File: src/rtl/tmu_defines.vh
// Register offsets, field positions, reset values and timing counts.
`ifndef TMU_DEFINES_VH
`define TMU_DEFINES_VH
`define TMU_IDX_CTRL       8'h80
`define TMU_IDX_AUX        8'h81
`define TMU_IDX_STAT       8'h82
`define TMU_IDX_LATCH      8'h84
`define TMU_CTRL_RESET     16'h0000
`define TMU_AUX_RESET      16'h0000
`define TMU_B_TEST         0
`define TMU_B_SRST         1
`define TMU_B_DDR          2
`define TMU_B_PAB          3
`define TMU_B_PCD          4
`define TMU_B_LEN_LO       5
`define TMU_B_LEN_HI       7
`define TMU_B_RCK_LO       8
`define TMU_B_RCK_HI       9
`define TMU_B_OTEN         10
`define TMU_B_OTCLR        11
`define TMU_B_SPOL         12
`define TMU_B_SEN          13
`define TMU_B_PWDN         14
`define TMU_B_RNG_LO       1
`define TMU_B_RNG_HI       2
`define TMU_B_QUIET        3
`define TMU_QUIET_MAX      5'h10
`define TMU_CLK_MHZ        50
`define TMU_SRST_US        250
`define TMU_SRST_CYC       (`TMU_SRST_US * `TMU_CLK_MHZ)
`define TMU_MEAS_CLR_CYC   4
`define TMU_PRE_CLR_CYC    3
`endif

File: src/rtl/tmu_latch.v
// Measurement and preconditioning latch pair for one event channel.
`timescale 1ns/1ps
`include "tmu_defines.vh"
module tmu_latch
(
    // Clock and reset
    input  wire       clk_sys,
    input  wire       arst_n,
    // Control
    input  wire       edge_neg,
    input  wire       gate,
    input  wire       lvl,
    // Latch state
    output reg        meas_reg,
    output reg        pre_reg
);
    reg        lvl_d_reg;
    reg        rearm_reg;
    reg [15:0] hi_cnt_reg;
    reg [15:0] lo_cnt_reg;
    reg [2:0]  mcnt_reg;
    reg [2:0]  pcnt_reg;
    wire       act  = lvl ^ edge_neg;
    wire       sel  = act & ~(lvl_d_reg ^ edge_neg);
    wire       take = sel & gate & rearm_reg & ~meas_reg;

    always @(posedge clk_sys or negedge arst_n)
    begin
        if (!arst_n)
        begin
            lvl_d_reg  <= 1'b0;
            rearm_reg  <= 1'b1;
            hi_cnt_reg <= 16'h0000;
            lo_cnt_reg <= 16'h0000;
            meas_reg   <= 1'b0;
            pre_reg    <= 1'b0;
            mcnt_reg   <= 3'h0;
            pcnt_reg   <= 3'h0;
        end
        else
        begin
            lvl_d_reg <= lvl;
            if (take)
            begin
                meas_reg   <= 1'b1;
                pre_reg    <= 1'b1;
                rearm_reg  <= 1'b0;
                hi_cnt_reg <= 16'h0001;
                lo_cnt_reg <= 16'h0000;
            end
            else
            begin
                if (act && !rearm_reg)
                    hi_cnt_reg <= hi_cnt_reg + 16'h0001;
                else if (!act && !rearm_reg)
                begin
                    lo_cnt_reg <= lo_cnt_reg + 16'h0001;
                    if (lo_cnt_reg + 16'h0001 >= hi_cnt_reg && !meas_reg)
                        rearm_reg <= 1'b1;
                end
            end
            if (meas_reg && !take)
            begin
                mcnt_reg <= mcnt_reg + 3'h1;
                if (mcnt_reg == `TMU_MEAS_CLR_CYC - 1)
                begin
                    meas_reg <= 1'b0;
                    mcnt_reg <= 3'h0;
                end
            end
            if (pre_reg && !take)
            begin
                pcnt_reg <= pcnt_reg + 3'h1;
                if (pcnt_reg == `TMU_PRE_CLR_CYC - 1)
                begin
                    pre_reg  <= 1'b0;
                    pcnt_reg <= 3'h0;
                end
            end
        end
    end
endmodule

File: src/rtl/tmu_ccel.v
// Central control, status and event latches with Avalon-MM slave.
//
// The Avalon-MM interface to the registers was left to the implementer.
`timescale 1ns/1ps
`include "tmu_defines.vh"
module tmu_ccel
#(
    parameter SRST_CYC = `TMU_SRST_CYC
)
(
    // Clock and reset
    input  wire        clk_sys,
    input  wire        arst_n,
    // Avalon-MM slave
    input  wire [7:0]  avs_address,
    input  wire        avs_read,
    input  wire        avs_write,
    input  wire [31:0] avs_writedata,
    output reg  [31:0] avs_readdata,
    output reg         avs_waitrequest,
    // Analog and loop status pins
    input  wire        overheat_pin,
    input  wire        sync_loop_unlock_pin,
    input  wire        fast_clock_loop_unlock_pin,
    input  wire        coarse_ok_pin,
    // Event inputs
    input  wire [3:0]  event_pin,
    input  wire        sync_pin,
    input  wire [4:0]  precond_gate,
    // Configuration outputs
    output reg         test_enable_reg,
    output reg         ddr_mode_reg,
    output reg  [2:0]  result_length_reg,
    output reg  [1:0]  result_clock_select_reg,
    output reg         power_down_reg,
    output reg  [1:0]  coarse_range_reg,
    output reg         result_clock_run_reg,
    output reg         in_reset_reg,
    // Latch outputs, channels A to D then sync
    output reg  [4:0]  meas_latch_reg,
    output reg  [4:0]  pre_latch_reg
);
    reg [15:0] ctrl_reg;
    reg [15:0] aux_reg;
    reg        alarm_reg;
    reg [31:0] srst_cnt_reg;
    reg [4:0]  stamp_cnt_reg;
    reg [4:0]  in_s1_reg;
    reg [4:0]  in_s2_reg;
    reg [2:0]  st_s1_reg;
    reg [2:0]  st_s2_reg;
    reg        coarse_s1_reg;
    reg        coarse_s2_reg;
    reg        ack_reg;
    reg [4:0]  ev_lvl;
    reg [4:0]  gate_all;
    wire [4:0] meas_w;
    wire [4:0] pre_w;
    wire       busy       = (srst_cnt_reg != 32'h0);
    wire       sel_ctrl   = (avs_address == `TMU_IDX_CTRL);
    wire       sel_aux    = (avs_address == `TMU_IDX_AUX);
    wire       sel_stat   = (avs_address == `TMU_IDX_STAT);
    wire       sel_latch  = (avs_address == `TMU_IDX_LATCH);
    wire       wr_ctrl    = avs_write & ack_reg & sel_ctrl;
    wire       wr_aux     = avs_write & ack_reg & sel_aux;
    wire       quiet      = aux_reg[`TMU_B_QUIET];
    wire       quiet_full = quiet & (stamp_cnt_reg == `TMU_QUIET_MAX);
    wire       sync_en    = ctrl_reg[`TMU_B_SEN];
    wire       ready;
    wire [15:0] status;

    assign ready = ~busy & ~power_down_reg & coarse_s2_reg &
                   ~st_s2_reg[1] & ~st_s2_reg[2] & sync_en;
    assign status = {12'h000, st_s2_reg[2], st_s2_reg[1], alarm_reg, ready};

    // Pin synchronisers.
    always @(posedge clk_sys or negedge arst_n)
    begin
        if (!arst_n)
        begin
            in_s1_reg     <= 5'h00;
            in_s2_reg     <= 5'h00;
            st_s1_reg     <= 3'h0;
            st_s2_reg     <= 3'h0;
            coarse_s1_reg <= 1'b0;
            coarse_s2_reg <= 1'b0;
        end
        else
        begin
            in_s1_reg     <= {sync_pin, event_pin};
            in_s2_reg     <= in_s1_reg;
            st_s1_reg     <= {fast_clock_loop_unlock_pin,
                              sync_loop_unlock_pin, overheat_pin};
            st_s2_reg     <= st_s1_reg;
            coarse_s1_reg <= coarse_ok_pin;
            coarse_s2_reg <= coarse_s1_reg;
        end
    end

    // Input pairing and gating of each channel.
    always @*
    begin
        ev_lvl = in_s2_reg;
        if (ctrl_reg[`TMU_B_PAB])
            ev_lvl[1] = in_s2_reg[0];
        if (ctrl_reg[`TMU_B_PCD])
            ev_lvl[3] = in_s2_reg[2];
        gate_all = precond_gate & {5{~power_down_reg & ~busy & ~quiet_full}};
        gate_all[4] = gate_all[4] & sync_en;
    end

    // Event channels A to D take rising edges only.
    tmu_latch u_latch_a
    (
        .clk_sys  (clk_sys),
        .arst_n   (arst_n),
        .edge_neg (1'b0),
        .gate     (gate_all[0]),
        .lvl      (ev_lvl[0]),
        .meas_reg (meas_w[0]),
        .pre_reg  (pre_w[0])
    );

    tmu_latch u_latch_b
    (
        .clk_sys  (clk_sys),
        .arst_n   (arst_n),
        .edge_neg (1'b0),
        .gate     (gate_all[1]),
        .lvl      (ev_lvl[1]),
        .meas_reg (meas_w[1]),
        .pre_reg  (pre_w[1])
    );

    tmu_latch u_latch_c
    (
        .clk_sys  (clk_sys),
        .arst_n   (arst_n),
        .edge_neg (1'b0),
        .gate     (gate_all[2]),
        .lvl      (ev_lvl[2]),
        .meas_reg (meas_w[2]),
        .pre_reg  (pre_w[2])
    );

    tmu_latch u_latch_d
    (
        .clk_sys  (clk_sys),
        .arst_n   (arst_n),
        .edge_neg (1'b0),
        .gate     (gate_all[3]),
        .lvl      (ev_lvl[3]),
        .meas_reg (meas_w[3]),
        .pre_reg  (pre_w[3])
    );

    tmu_latch u_latch_sync
    (
        .clk_sys  (clk_sys),
        .arst_n   (arst_n),
        .edge_neg (ctrl_reg[`TMU_B_SPOL]),
        .gate     (gate_all[4]),
        .lvl      (ev_lvl[4]),
        .meas_reg (meas_w[4]),
        .pre_reg  (pre_w[4])
    );

    // Bus acknowledge, control and auxiliary registers.
    always @(posedge clk_sys or negedge arst_n)
    begin
        if (!arst_n)
        begin
            ctrl_reg <= `TMU_CTRL_RESET;
            aux_reg  <= `TMU_AUX_RESET;
            ack_reg  <= 1'b0;
        end
        else
        begin
            ack_reg <= (avs_read | avs_write) & ~ack_reg;
            if (wr_ctrl && avs_writedata[`TMU_B_SRST])
            begin
                ctrl_reg <= `TMU_CTRL_RESET;
                aux_reg  <= `TMU_AUX_RESET;
            end
            else
            begin
                if (wr_ctrl)
                    ctrl_reg <= avs_writedata[15:0] &
                                ~(16'h0001 << `TMU_B_SRST) &
                                ~(16'h0001 << `TMU_B_OTCLR);
                if (wr_aux)
                    aux_reg <= avs_writedata[15:0] & 16'h000e;
            end
        end
    end

    // soft reset busy time
    // A new soft reset write restarts the busy count.
    always @(posedge clk_sys or negedge arst_n)
    begin
        if (!arst_n)
            srst_cnt_reg <= 32'h0;
        else if (wr_ctrl && avs_writedata[`TMU_B_SRST])
            srst_cnt_reg <= SRST_CYC;
        else if (busy)
            srst_cnt_reg <= srst_cnt_reg - 32'h1;
    end

    // alarm clear, set wins
    // The alarm holds after the pin falls until it is cleared.
    always @(posedge clk_sys or negedge arst_n)
    begin
        if (!arst_n)
            alarm_reg <= 1'b0;
        else if (ctrl_reg[`TMU_B_OTEN] && st_s2_reg[0])
            alarm_reg <= 1'b1;
        else if ((wr_ctrl && avs_writedata[`TMU_B_OTCLR]) ||
                 !ctrl_reg[`TMU_B_OTEN])
            alarm_reg <= 1'b0;
    end

    // count quiet stamps
    // A stamp counts once, on the cycle after its latch rises.
    always @(posedge clk_sys or negedge arst_n)
    begin
        if (!arst_n)
            stamp_cnt_reg <= 5'h00;
        else if (!quiet || busy)
            stamp_cnt_reg <= 5'h00;
        else if (|(meas_w & ~meas_latch_reg) && !quiet_full)
            stamp_cnt_reg <= stamp_cnt_reg + 5'h01;
    end

    // Read data and wait request.
    always @(posedge clk_sys or negedge arst_n)
    begin
        if (!arst_n)
        begin
            avs_readdata    <= 32'h0;
            avs_waitrequest <= 1'b1;
        end
        else
        begin
            // One wait state: low in the cycle after a request is seen.
            avs_waitrequest <= ~((avs_read | avs_write) & ~ack_reg);
            if (avs_read && !ack_reg)
            begin
                if (sel_ctrl)
                    avs_readdata <= {16'h0, ctrl_reg};
                else if (sel_aux)
                    avs_readdata <= {16'h0, aux_reg};
                else if (sel_stat)
                    avs_readdata <= {16'h0, status};
                else if (sel_latch)
                    avs_readdata <= {22'h0, pre_w, meas_w};
                else
                    avs_readdata <= 32'h0;
            end
        end
    end

    // Configuration copies and clock run.
    always @(posedge clk_sys or negedge arst_n)
    begin
        if (!arst_n)
        begin
            test_enable_reg         <= 1'b0;
            ddr_mode_reg            <= 1'b0;
            result_length_reg       <= 3'h0;
            result_clock_select_reg <= 2'h0;
            power_down_reg          <= 1'b0;
            coarse_range_reg        <= 2'h0;
            result_clock_run_reg    <= 1'b0;
            in_reset_reg            <= 1'b0;
        end
        else
        begin
            test_enable_reg         <= ctrl_reg[`TMU_B_TEST];
            ddr_mode_reg            <= ctrl_reg[`TMU_B_DDR];
            result_length_reg       <= ctrl_reg[`TMU_B_LEN_HI:`TMU_B_LEN_LO];
            result_clock_select_reg <= ctrl_reg[`TMU_B_RCK_HI:`TMU_B_RCK_LO];
            power_down_reg          <= ctrl_reg[`TMU_B_PWDN];
            coarse_range_reg        <= aux_reg[`TMU_B_RNG_HI:`TMU_B_RNG_LO];
            result_clock_run_reg    <= ~ctrl_reg[`TMU_B_PWDN] & ~busy &
                                       ~(quiet & (|meas_w));
            in_reset_reg            <= busy;
        end
    end

    // Latch state copies.
    always @(posedge clk_sys or negedge arst_n)
    begin
        if (!arst_n)
        begin
            meas_latch_reg <= 5'h00;
            pre_latch_reg  <= 5'h00;
        end
        else
        begin
            meas_latch_reg <= meas_w;
            pre_latch_reg  <= pre_w;
        end
    end
endmodule

File: config.mk
export PLATFORM = sky130hd
export DESIGN_NAME = tmu_ccel
export DESIGN_NICKNAME = d
export VERILOG_FILES = /design/src/rtl/tmu_latch.v /design/src/rtl/tmu_ccel.v
export VERILOG_INCLUDE_DIRS = /design/src /design/src/rtl
export SDC_FILE = /design/constraint.sdc
export NUM_CORES = 1
export LEC_CHECK = 0
export BUFFER_PORTS_ARGS = -buffer_cell sky130_fd_sc_hd__buf_2
export CAP_MARGIN = 20
export CORE_AREA = 2 2 214 216
export CTS_BUF_LIST = sky130_fd_sc_hd__clkbuf_4 sky130_fd_sc_hd__clkbuf_8 sky130_fd_sc_hd__clkbuf_16
export DETAILED_ROUTE_END_ITERATION = 10
export DIE_AREA = 0 0 216 218
export PLACE_DENSITY = 0.6
export RECOVER_POWER = 100
export SKIP_LAST_GASP = 1
export SLEW_MARGIN = 20
export SYNTH_ARGS = -nofsm -noshare
export SYNTH_HDL_FRONTEND = slang
export SYNTH_SLANG_ARGS = --single-unit
File: constraint.sdc
create_clock -name clk_sys -period 3.7 [get_ports clk_sys]
set_input_delay 0.74 -clock clk_sys [delete_from_list [all_inputs] [get_ports clk_sys]]
set_output_delay 0.74 -clock clk_sys [all_outputs]
set_load 0.02 [all_outputs]
==> run metrics, run 1 <==
Setup crit end kind=flop; Switching Share=0.260; largest net degree at the start of global routing=93; Yosys cell types=74; routed via count=13700; Synth top area share=0.445; Synth Register Bits=approximately 320; layout cell share with drive strength beyond 1=0.0840; Gate Count Post-Synth=1900; TritonCTS Buffers=38; register area share after synthesis=0.454; placed cell area=0.0188 mm²; CTS tree=yes; worst-margin pin slew=2.44 ns; Starting Density=0.396; setup_tns=0 ns; clock share of power=0.435; Setup violations, final=0; height of the die=around 220 µm; async set-reset flop share out of synthesis=1.00; Slew Limit Headroom=-0.630; post-layout min period=3.32 ns; CORE AREA=roughly 0.045 mm²; Cell Int Power=~6200 µW; vias in the first global route=13500; maximum clock rate=around 300 MHz; area leader, netlist=dfrtp_1; die area=about 0.047 mm²; CP Data Required Time=between 4 and 5 ns; drt total wl=about 42000 µm; drt via density=5.25; HPWL after DPL=29900 µm; Residual DRC=0; Post-synth top cells=316 x dfrtp_1, 208 x nand2_1, 206 x nor2_1; Slowest-stage cell, CP=nor2_1; Max Cap Violations=1; Total GRT Usage=0.181; # hold bufs at CTS=0; Setup Slack @ Placement=between 0.6 and 0.7 ns; crit-path cells=or4_1 -> nor3_1 -> nand4_1 -> buf_4 -> nor2_1 -> clkbuf_1 -> o211ai_1; fin area=0.0199 mm²; IO Pins=between 100 and 150; Cells after DPL=roughly 2500; Power Density=~420 mW/mm²; hold crit path type=in2reg; nature of the critical path startpoint=flop; most common flop cell mapped by yosys=dfrtp_1; CTS clk-pin slew, worst paths=about 0.060 ns; # port buffers=79; Synth area leaders=dfrtp_1 44%, ha_1 7.0%, xnor2_1 6.6%, nand2_1 4.4%, nor2_1 4.3%; Avg Inst Size Synth=roughly 9.4 µm²; area grow syn2layout=12.0%; Largest register FFs=32; Buf/Inv on CP=2; Core Rows=between 70 and 80; Max clock buf depth=3; fin nets=around 2100; leakage=just over 0.009 µW; total gr overflow=0; VDD IR max=0.000345 V; WS Path Type=reg2reg; initial antenna violation count=3; status=finished with violations; Top Family by Delay on Critical Path=simple AND/OR/NAND/NOR gates; Fill cells=about 4400; Gate power share=0.099; most common cell in the synthesized netlist=dfrtp_1; post-CTS sizing=0; drt first pass iters=5; crit path max fanout=20; Worst EP arrival=3.72 ns; Max Clock Skew=about 0.023 ns; drt wl/cell=about 16 µm; fin worst setup slack=0.375 ns; number of synthesized flops with an enable pin=0; H-tree level count=2; Final Max Tran Viols=90; RSZ-0062 raised after global routing=no; P_sw=between 2000 and 2500 µW; Die W=216 µm; worst skew pair latency=0.55 ns; non-filler cells, final=around 2600; hold slack=around 0.30 ns; CTS root buffer=clkbuf_16; CTS sink count=~320; post-CTS setup buffers=0; peak per-stage delay on the critical path=between 0.6 and 0.7 ns; Synth Cell Area=around 0.018 mm²; initial DRC count=867; Tcrit/Tclk final=0.899; Final Hold Viols=0; first-pass GRT wire length=approximately 69000 µm; YS warnings=0; failing checks=capacitance limit, slew limit; GPL Wtd Cong=roughly 0.84; Final ANT Viol Nets=0; Seq pwr share=0.466
logic make-up (layout without fill, tap and decap cells):
family,after synthesis,after routing,synth area share
AND/OR/NAND/NOR,786,786,0.220
flip-flops,322,322,0.454
AO/OA/AOI/OAI,291,291,0.108
buffers and inverters,200,284,0.0474
XOR/XNOR,182,182,0.0897
adder cells (fa/ha/maj),99,99,0.0697
multiplexers,19,19,0.0112
other,1,19,0.000211
cell usage in the layout, fill, tap and decap left out, drive strengths merged, types with 7 or more instances in the layout:
cell | netlist | final
clkbuf | 54 | 104
nor2 | 207 | 207
o211ai | 19 | 19
a2111oi | 9 | 9
a221oi | 11 | 11
or2 | 14 | 14
xnor2 | 133 | 133
xor2 | 49 | 49
dfrtp | 316 | 316
a31oi | 11 | 11
mux2 | 7 | 7
inv | 105 | 106
or4 | 14 | 14
nor2b | 18 | 18
nor3b | 7 | 7
nand2 | 208 | 208
buf | 40 | 60
a21oi | 56 | 56
o31ai | 8 | 8
a21o | 22 | 22
nor4 | 27 | 27
o2bb2ai | 7 | 7
and4 | 16 | 16
mux2i | 12 | 12
or3 | 18 | 18
and3 | 28 | 28
a311o | 13 | 13
clkinv | 1 | 12
o2111ai | 7 | 7
nand2b | 23 | 23
nand3 | 79 | 79
ha | 99 | 99
nand4 | 53 | 53
conb | 1 | 17
o21ai | 85 | 85
and2 | 11 | 11
a211oi | 10 | 10
nor3 | 46 | 46
through the flow:
step           utilization  power [µW]
3_3_place_gp         0.420        4770
6_report             0.443        8350
2_1_floorplan            -        4490
5_1_grt              0.443        8770
4_1_cts              0.446        8500
3_5_place_dp         0.420        4800
power groups by stage:
| stage | logic, µW | clock network [µW] | registers, µW |
|---|---|---|---|
| finish | 826 | 3640 | 3890 |
| global route | 958 | 3900 | 3910 |
| global placement | 827 | 0 | 3940 |
| detailed placement | 846 | 0 | 3950 |
| CTS | 859 | 3750 | 3890 |
| floorplan | 572 | 0 | 3920 |
cell type report:
type                            instances  area (µm²)  area share
Antenna cell                            2        5.00    0.000251
Clock inverter                         14         101     0.00509
Multi-Input combinational cell       1394        8900       0.447
Clock buffer                           52        1100      0.0552
Timing Repair Buffer                  112         592      0.0297
Inverter                              106         398      0.0200
Sequential cell                       322        8070       0.405
Tap cell                              600         751      0.0377
routing by layer:
metal	wire length [µm]	track usage
met2	18700	0.287
met5	16	0
met3	2150	0.0370
met1	19800	0.250
met4	1110	0.0578
path summary, 6_finish.rpt:
| kind | startpoint | to | slack (ns) | depth (start not counted) |
|---|---|---|---|---|
| setup / recovery | srst_cnt_reg[2] | u_latch_sync.lo_cnt_reg[7] | 0.38 | 7 |
| hold / removal | fast_clock_loop_unlock_pin | st_s1_reg[2] | 0.30 | 1 |
| setup reg to reg | srst_cnt_reg[2] | u_latch_sync.lo_cnt_reg[7] | 0.38 | 7 |
| hold reg to reg | in_s1_reg[2] | in_s2_reg[2] | 0.34 | 0 |
| max in group asynchronous | arst_n | srst_cnt_reg[22] | 1.04 | 2 |
| min in group asynchronous | arst_n | u_latch_d.lo_cnt_reg[14] | 0.94 | 1 |
worst reg2reg max path: cells and delay by family (launching register included):
kind	cells	cell delay (ns)
DFF	1	0.44
AOI/OAI and AO/OA	1	0.13
buffers and inverters	2	0.53
and+or+nand+nor	4	2.07
(Power assumes the default switching activity.)
==> run 2: changes to the inputs <==
- ABC_AREA: not set -> 1
- CELL_PAD_IN_SITES_DETAIL_PLACEMENT: not set -> 0
- CELL_PAD_IN_SITES_GLOBAL_PLACEMENT: not set -> 2
- CORE_AREA: 2 2 214 216 -> 2 2 225 227
- DIE_AREA: 0 0 216 218 -> 0 0 227 229
- GPL_TIMING_DRIVEN: not set -> 0
- PLACE_DENSITY: 0.6 -> 0.84
==> run metrics, run 2 <==
status=finished with violations; failing checks=capacitance limit, slew limit; Largest register FFs=32; largest net degree at the start of global routing=81; async set-reset flop share out of synthesis=1.00; grt met2 use=0.289; Post-synth top cells=471 x nand2_1, 393 x inv_1, 316 x dfrtp_1; drt wl/cell=15.2 µm; P_sw=between 1500 and 2000 µW; Max Clock Skew=about 0.016 ns; Synth top area share=0.435; Die W=around 230 µm; leakage=roughly 0.011 µW; height of the die=229 µm; maximum clock rate=313 MHz; Post-Synth Adder-Cell Area=0.0682; Synth area leaders=dfrtp_1 44%, nand2_1 9.7%, inv_1 8.1%, ha_1 6.8%, nand3_1 5.7%; most common cell in the synthesized netlist=nand2_1; Total GRT Usage=0.189; Synth Cell Area=approximately 0.018 mm²; fin nets=2605; Max Cap Violations=1; CTS tree=yes; post-CTS sizing=0; CORE AREA=0.0497 mm²; RSZ-0062 raised after global routing=no; initial DRC count=1024; Simple-Gate Fraction of Synth Area=0.265; commonest non-fill, non-tap cell in the layout=nand2_1; nature of the critical path startpoint=flop; Setup violations, final=0; number of synthesized flops with an enable pin=0; CTS root buffer=clkbuf_16; # hold bufs at CTS=0; Power Density=between 300 and 400 mW/mm²; Tcrit/Tclk final=0.864; clock share of power=0.489; Final Hold Viols=0; Slowest-stage cell, CP=nand2_1; multiplexer share of the synthesized area=0.00179; Final ANT Viol Nets=0; Yosys cell types=48; met1 Use GR=0.270; drt first pass iters=5; HPWL after DPL=between 30000 and 40000 µm; CTS clk-pin slew, worst paths=~0.060 ns; Max clock buf depth=3; vias in the first global route=approximately 15000; hold crit path type=in2reg; TritonCTS Buffers=40; IO Pins=113; busiest grt layer=met2; Worst EP arrival=3.61 ns; Setup crit end kind=flop; die area=0.0520 mm²; Compound-Gate Fraction of Synth Area=0.0844; Final Max Tran Viols=36; Gate Count Post-Synth=around 2300; drt via density=just under 5; GPL Wtd Cong=0.847; Synth Area in XOR/XNOR=0.0371; crit-path cells=inv_1 -> ha_1 -> nand3_1 -> nor2_1 -> nand3_2 -> nor2_1 -> nand3_1 -> clkinvlp_2 -> nand2_1 -> nand2_1 -> clkbuf_1 -> o21ai_0; Gate power share=0.058; drt total wl=around 48000 µm; total power=8210 µW; Core Rows=82; Buf/Inv on CP=3; setup_tns=0 ns; peak per-stage delay on the critical path=between 0.4 and 0.5 ns; worst-margin pin slew=between 2 and 2.5 ns; Starting Density=0.366; # port buffers=79; Seq pwr share=0.453; Synth Register Bits=between 300 and 400; Avg Inst Size Synth=about 7.9 µm²; CP Data Required Time=4.11 ns; H-tree level count=2; area grow syn2layout=14.1%; post-layout min period=3.20 ns; crit path max fanout=10; Switching Share=0.243; CTS sink count=roughly 320; layout cell share with drive strength beyond 1=0.0739; routed via count=approximately 15000; register area share after synthesis=0.444; worst skew pair latency=between 0.5 and 0.6 ns; VDD IR max=around 0.00024 V; Cell Int Power=6220 µW; most common flop cell mapped by yosys=dfrtp_1; Slew Limit Headroom=-0.543; total gr overflow=0; Residual DRC=0; post-CTS setup buffers=0; first-pass GRT wire length=between 70000 and 80000 µm; initial antenna violation count=0; WS Path Type=reg2reg; Top Family by Delay on Critical Path=simple AND/OR/NAND/NOR gates; commonest cells after routing, fill and taps aside=485 x nand2_1, 394 x inv_1, 316 x dfrtp_1; largest family of logic cells by synthesized area=simple AND/OR/NAND/NOR gates; area leader, netlist=dfrtp_1; YS warnings=0; M3 GR Usage=0.0337
## run 2: changes by cell type in the layout (fill, tap and decap cells not counted), sizes merged, moves of 23 or more
cell,previous run,this run
a21oi,56,84
nand2,208,489
o21ai,85,138
nand2b,23,0
inv,106,397
and3,28,3
clkbuf,104,128
nand3,79,208
xnor2,133,9
## run 2: cells by family after synthesis
kind of cell               Yosys count
xor gates and xnor gates            77
buffers and inverters              446
DFF                                322
adders and majority gates           99
muxes                                3
other                                1
and+or+nand+nor                   1076
AOI/OAI and AO/OA                  283
## run 2: power by group through the flow
| stage | clock [µW] | combinational, µW | sequential (µW) |
|---|---|---|---|
| after global routing | 4300 | 538 | 3730 |
| after global placement | 0 | 469 | 3780 |
| after CTS | 4140 | 494 | 3710 |
| final | 4010 | 480 | 3720 |
| after floorplan | 0 | 259 | 3770 |
| after detailed placement | 0 | 490 | 3780 |
## run 2: cell type report
| class | count | area (µm²) |
|---|---|---|
| clock inverters | 14 | 155 |
| flip-flops and latches | 322 | 8070 |
| repair buffers | 83 | 454 |
| plain buffers | 48 | 245 |
| clock buffers | 57 | 1190 |
| diodes | 1 | 2.50 |
| fillers | 5211 | 28900 |
| well taps | 672 | 841 |
| multi-input cells | 1555 | 8280 |
| inverters | 398 | 1500 |
## run 2: routing by layer
metal,up-vias,share of wire
met4,0,0.026
met2,266,0.44
met1,7255,0.49
li1,7722,-
met5,-,0
met3,67,0.048
## run 2: metrics by stage
step | util | instances | setup WS, ns | area (µm²) | hold WS [ns]
after floorplan | - | 2323 | 1.19 | 18200 | 0.331
after global placement | 0.392 | 3074 | -4.78 | 19500 | 0.336
after detailed placement | 0.394 | 3078 | 0.531 | 19600 | 0.336
after CTS | 0.421 | 3149 | 0.508 | 20900 | 0.0523
after global routing | 0.417 | 3149 | 0.114 | 20700 | 0.260
final | 0.417 | 3150 | 0.503 | 20700 | 0.282
## run 2: worst paths after layout
kind / start / to / slack, ns / cells past startpoint
max in group asynchronous: arst_n / u_latch_b.rearm_reg / 0.83 / 4
max: srst_cnt_reg[0] / u_latch_d.lo_cnt_reg[4] / 0.50 / 12
min in group asynchronous: arst_n / u_latch_c.hi_cnt_reg[14] / 0.88 / 1
max reg2reg: srst_cnt_reg[0] / u_latch_d.lo_cnt_reg[4] / 0.50 / 12
min reg2reg: st_s1_reg[0] / st_s2_reg[0] / 0.35 / 0
min: sync_pin / in_s1_reg[4] / 0.28 / 1
==> run 3: changes to the inputs <==
- ABC_AREA: 1 -> not set
- CORE_AREA: 2 2 225 227 -> 2 2 217 219
- DIE_AREA: 0 0 227 229 -> 0 0 219 221
==> run metrics, run 3 (same netlist as run 1, synthesis figures left out) <==
maximum clock rate=about 300 MHz; leakage=approximately 0.0093 µW; CTS tree=yes; worst skew pair latency=~0.55 ns; total gr overflow=0; first-pass GRT wire length=74200 µm; non-filler cells, final=between 2000 and 3000; CORE AREA=roughly 0.046 mm²; nature of the critical path startpoint=flop; Core Rows=just under 80; CP Data Required Time=a little over 4 ns; TritonCTS Buffers=38; CTS sink count=322; Cells after DPL=roughly 2600; grt met2 use=0.294; H-tree level count=2; layout cell share with drive strength beyond 1=0.0847; Final ANT Viol Nets=0; vias in the first global route=~14000; drt first pass iters=5; height of the die=~220 µm; Setup violations, final=0; Power Density=428 mW/mm²; crit path max fanout=8; Tcrit/Tclk final=0.913; initial DRC count=approximately 1000; CTS clk-pin slew, worst paths=around 0.06 ns; commonest non-fill, non-tap cell in the layout=dfrtp_1; fin nets=2195; # port buffers=approximately 80; fin area=0.0203 mm²; drt total wl=45400 µm; drt wl/cell=17.0 µm; antenna cells=0; initial antenna violation count=0; largest net degree at the start of global routing=98; placed cell area=between 0.015 and 0.02 mm²; drt via density=~5.2; die area=just under 0.05 mm²; Worst EP arrival=~3.8 ns; Fill cells=between 4000 and 5000; Seq pwr share=0.449; post-layout min period=approximately 3.4 ns; Largest register FFs=32; Cell Int Power=approximately 6500 µW; HPWL after DPL=33100 µm; M3 GR Usage=0.0333; WS Path Type=reg2reg; Slew Limit Headroom=-0.827; RSZ-0062 raised after global routing=no; clock share of power=0.454; Switching Share=0.254; P_sw=around 2200 µW; Total GRT Usage=0.191; R2R Path Start=srst_cnt_reg[13]; routed via count=13900; Max Clock Skew=roughly 0.015 ns; failing checks=capacitance limit, slew limit; GPL Wtd Cong=roughly 0.83; worst-margin pin slew=about 2.7 ns; Residual DRC=0; commonest cells after routing, fill and taps aside=316 x dfrtp_1, 208 x nand2_1, 206 x nor2_1; Setup crit end kind=flop; CTS root buffer=clkbuf_16; Die W=around 220 µm; VDD IR max=0.000374 V; Critical path origin=srst_cnt_reg[13]; met1 Use GR=0.277; IO Pins=about 110; Gate power share=0.097; start point of the worst hold path=event_pin[0]; Final Max Tran Viols=47; Final Hold Viols=0; post-CTS setup buffers=0; area grow syn2layout=14.2%; busiest grt layer=met2; Max clock buf depth=3; Max Cap Violations=1; hold crit path type=in2reg; status=finished with violations; Starting Density=0.386
## run 3: layout make-up
| class | count | area [µm²] | area share |
|---|---|---|---|
| Clock inverter | 7 | 85.1 | 0.00419 |
| Sequential cell | 322 | 8070 | 0.397 |
| Buffer | 94 | 435 | 0.0214 |
| Timing Repair Buffer | 82 | 435 | 0.0214 |
| Inverter | 106 | 398 | 0.0196 |
| Multi-Input combinational cell | 1394 | 8880 | 0.438 |
| Tap cell | 607 | 759 | 0.0374 |
| Clock buffer | 62 | 1240 | 0.0611 |
## run 3: per-layer routing
| metal | vias to the layer above | wire [µm] |
|---|---|---|
| met5 | - | 0 |
| met1 | 6761 | 21900 |
| met3 | 58 | 2260 |
| met4 | 0 | 1050 |
| li1 | 6863 | - |
| met2 | 258 | 20100 |
## run 3: final timing paths
kind                                                 end  slack (ns)  cells after the start
worst min register to register              in_s2_reg[2]        0.34                      0
min in group asynchronous       u_latch_b.hi_cnt_reg[12]        1.25                      1
worst max register to register     u_latch_a.pcnt_reg[0]        0.32                      6
max in group asynchronous        u_latch_a.lo_cnt_reg[6]        0.85                      1
worst min-delay path                        in_s1_reg[0]        0.29                      1
worst max-delay path               u_latch_a.pcnt_reg[0]        0.32                      6
## run 3: power by group through the flow
| stage | combinational (µW) | sequential [µW] | clock [µW] |
|---|---|---|---|
| 2_1_floorplan | 572 | 3920 | 0 |
| 3_3_place_gp | 838 | 3950 | 0 |
| 3_5_place_dp | 866 | 3950 | 0 |
| 4_1_cts | 869 | 3890 | 4060 |
| 5_1_grt | 979 | 3920 | 4210 |
| 6_report | 846 | 3900 | 3940 |
## run 3: per-stage QoR
| step | setup slack (ns) | TNS, ns | hold WS, ns | total power, µW | utilization |
|---|---|---|---|---|---|
| finish | 0.324 | 0 | 0.294 | 8690 | 0.441 |
| global route | 0.100 | 0 | 0.266 | 9110 | 0.441 |
| CTS | 0.254 | 0 | 0.0916 | 8820 | 0.443 |
| detailed placement | 0.151 | 0 | 0.336 | 4820 | 0.414 |
| global placement | -4.62 | -1457.38 | 0.333 | 4790 | 0.412 |
| floorplan | 0.952 | 0 | 0.331 | 4490 | - |
## run 3: worst max-delay path: stages, from the launching register on
cell	delay, ns
dfrtp_1	0.44
or4_1	0.67
or3_1	0.38
buf_2	0.18
nor4_1	1.02
nand2b_1	0.24
mux2_2	0.33
## run 3: timing repair
action | CTS | global route
endpoints found under the setup margin | 0 | 1
hold buffers | 0 | 0
gates resized for setup | 0 | 1
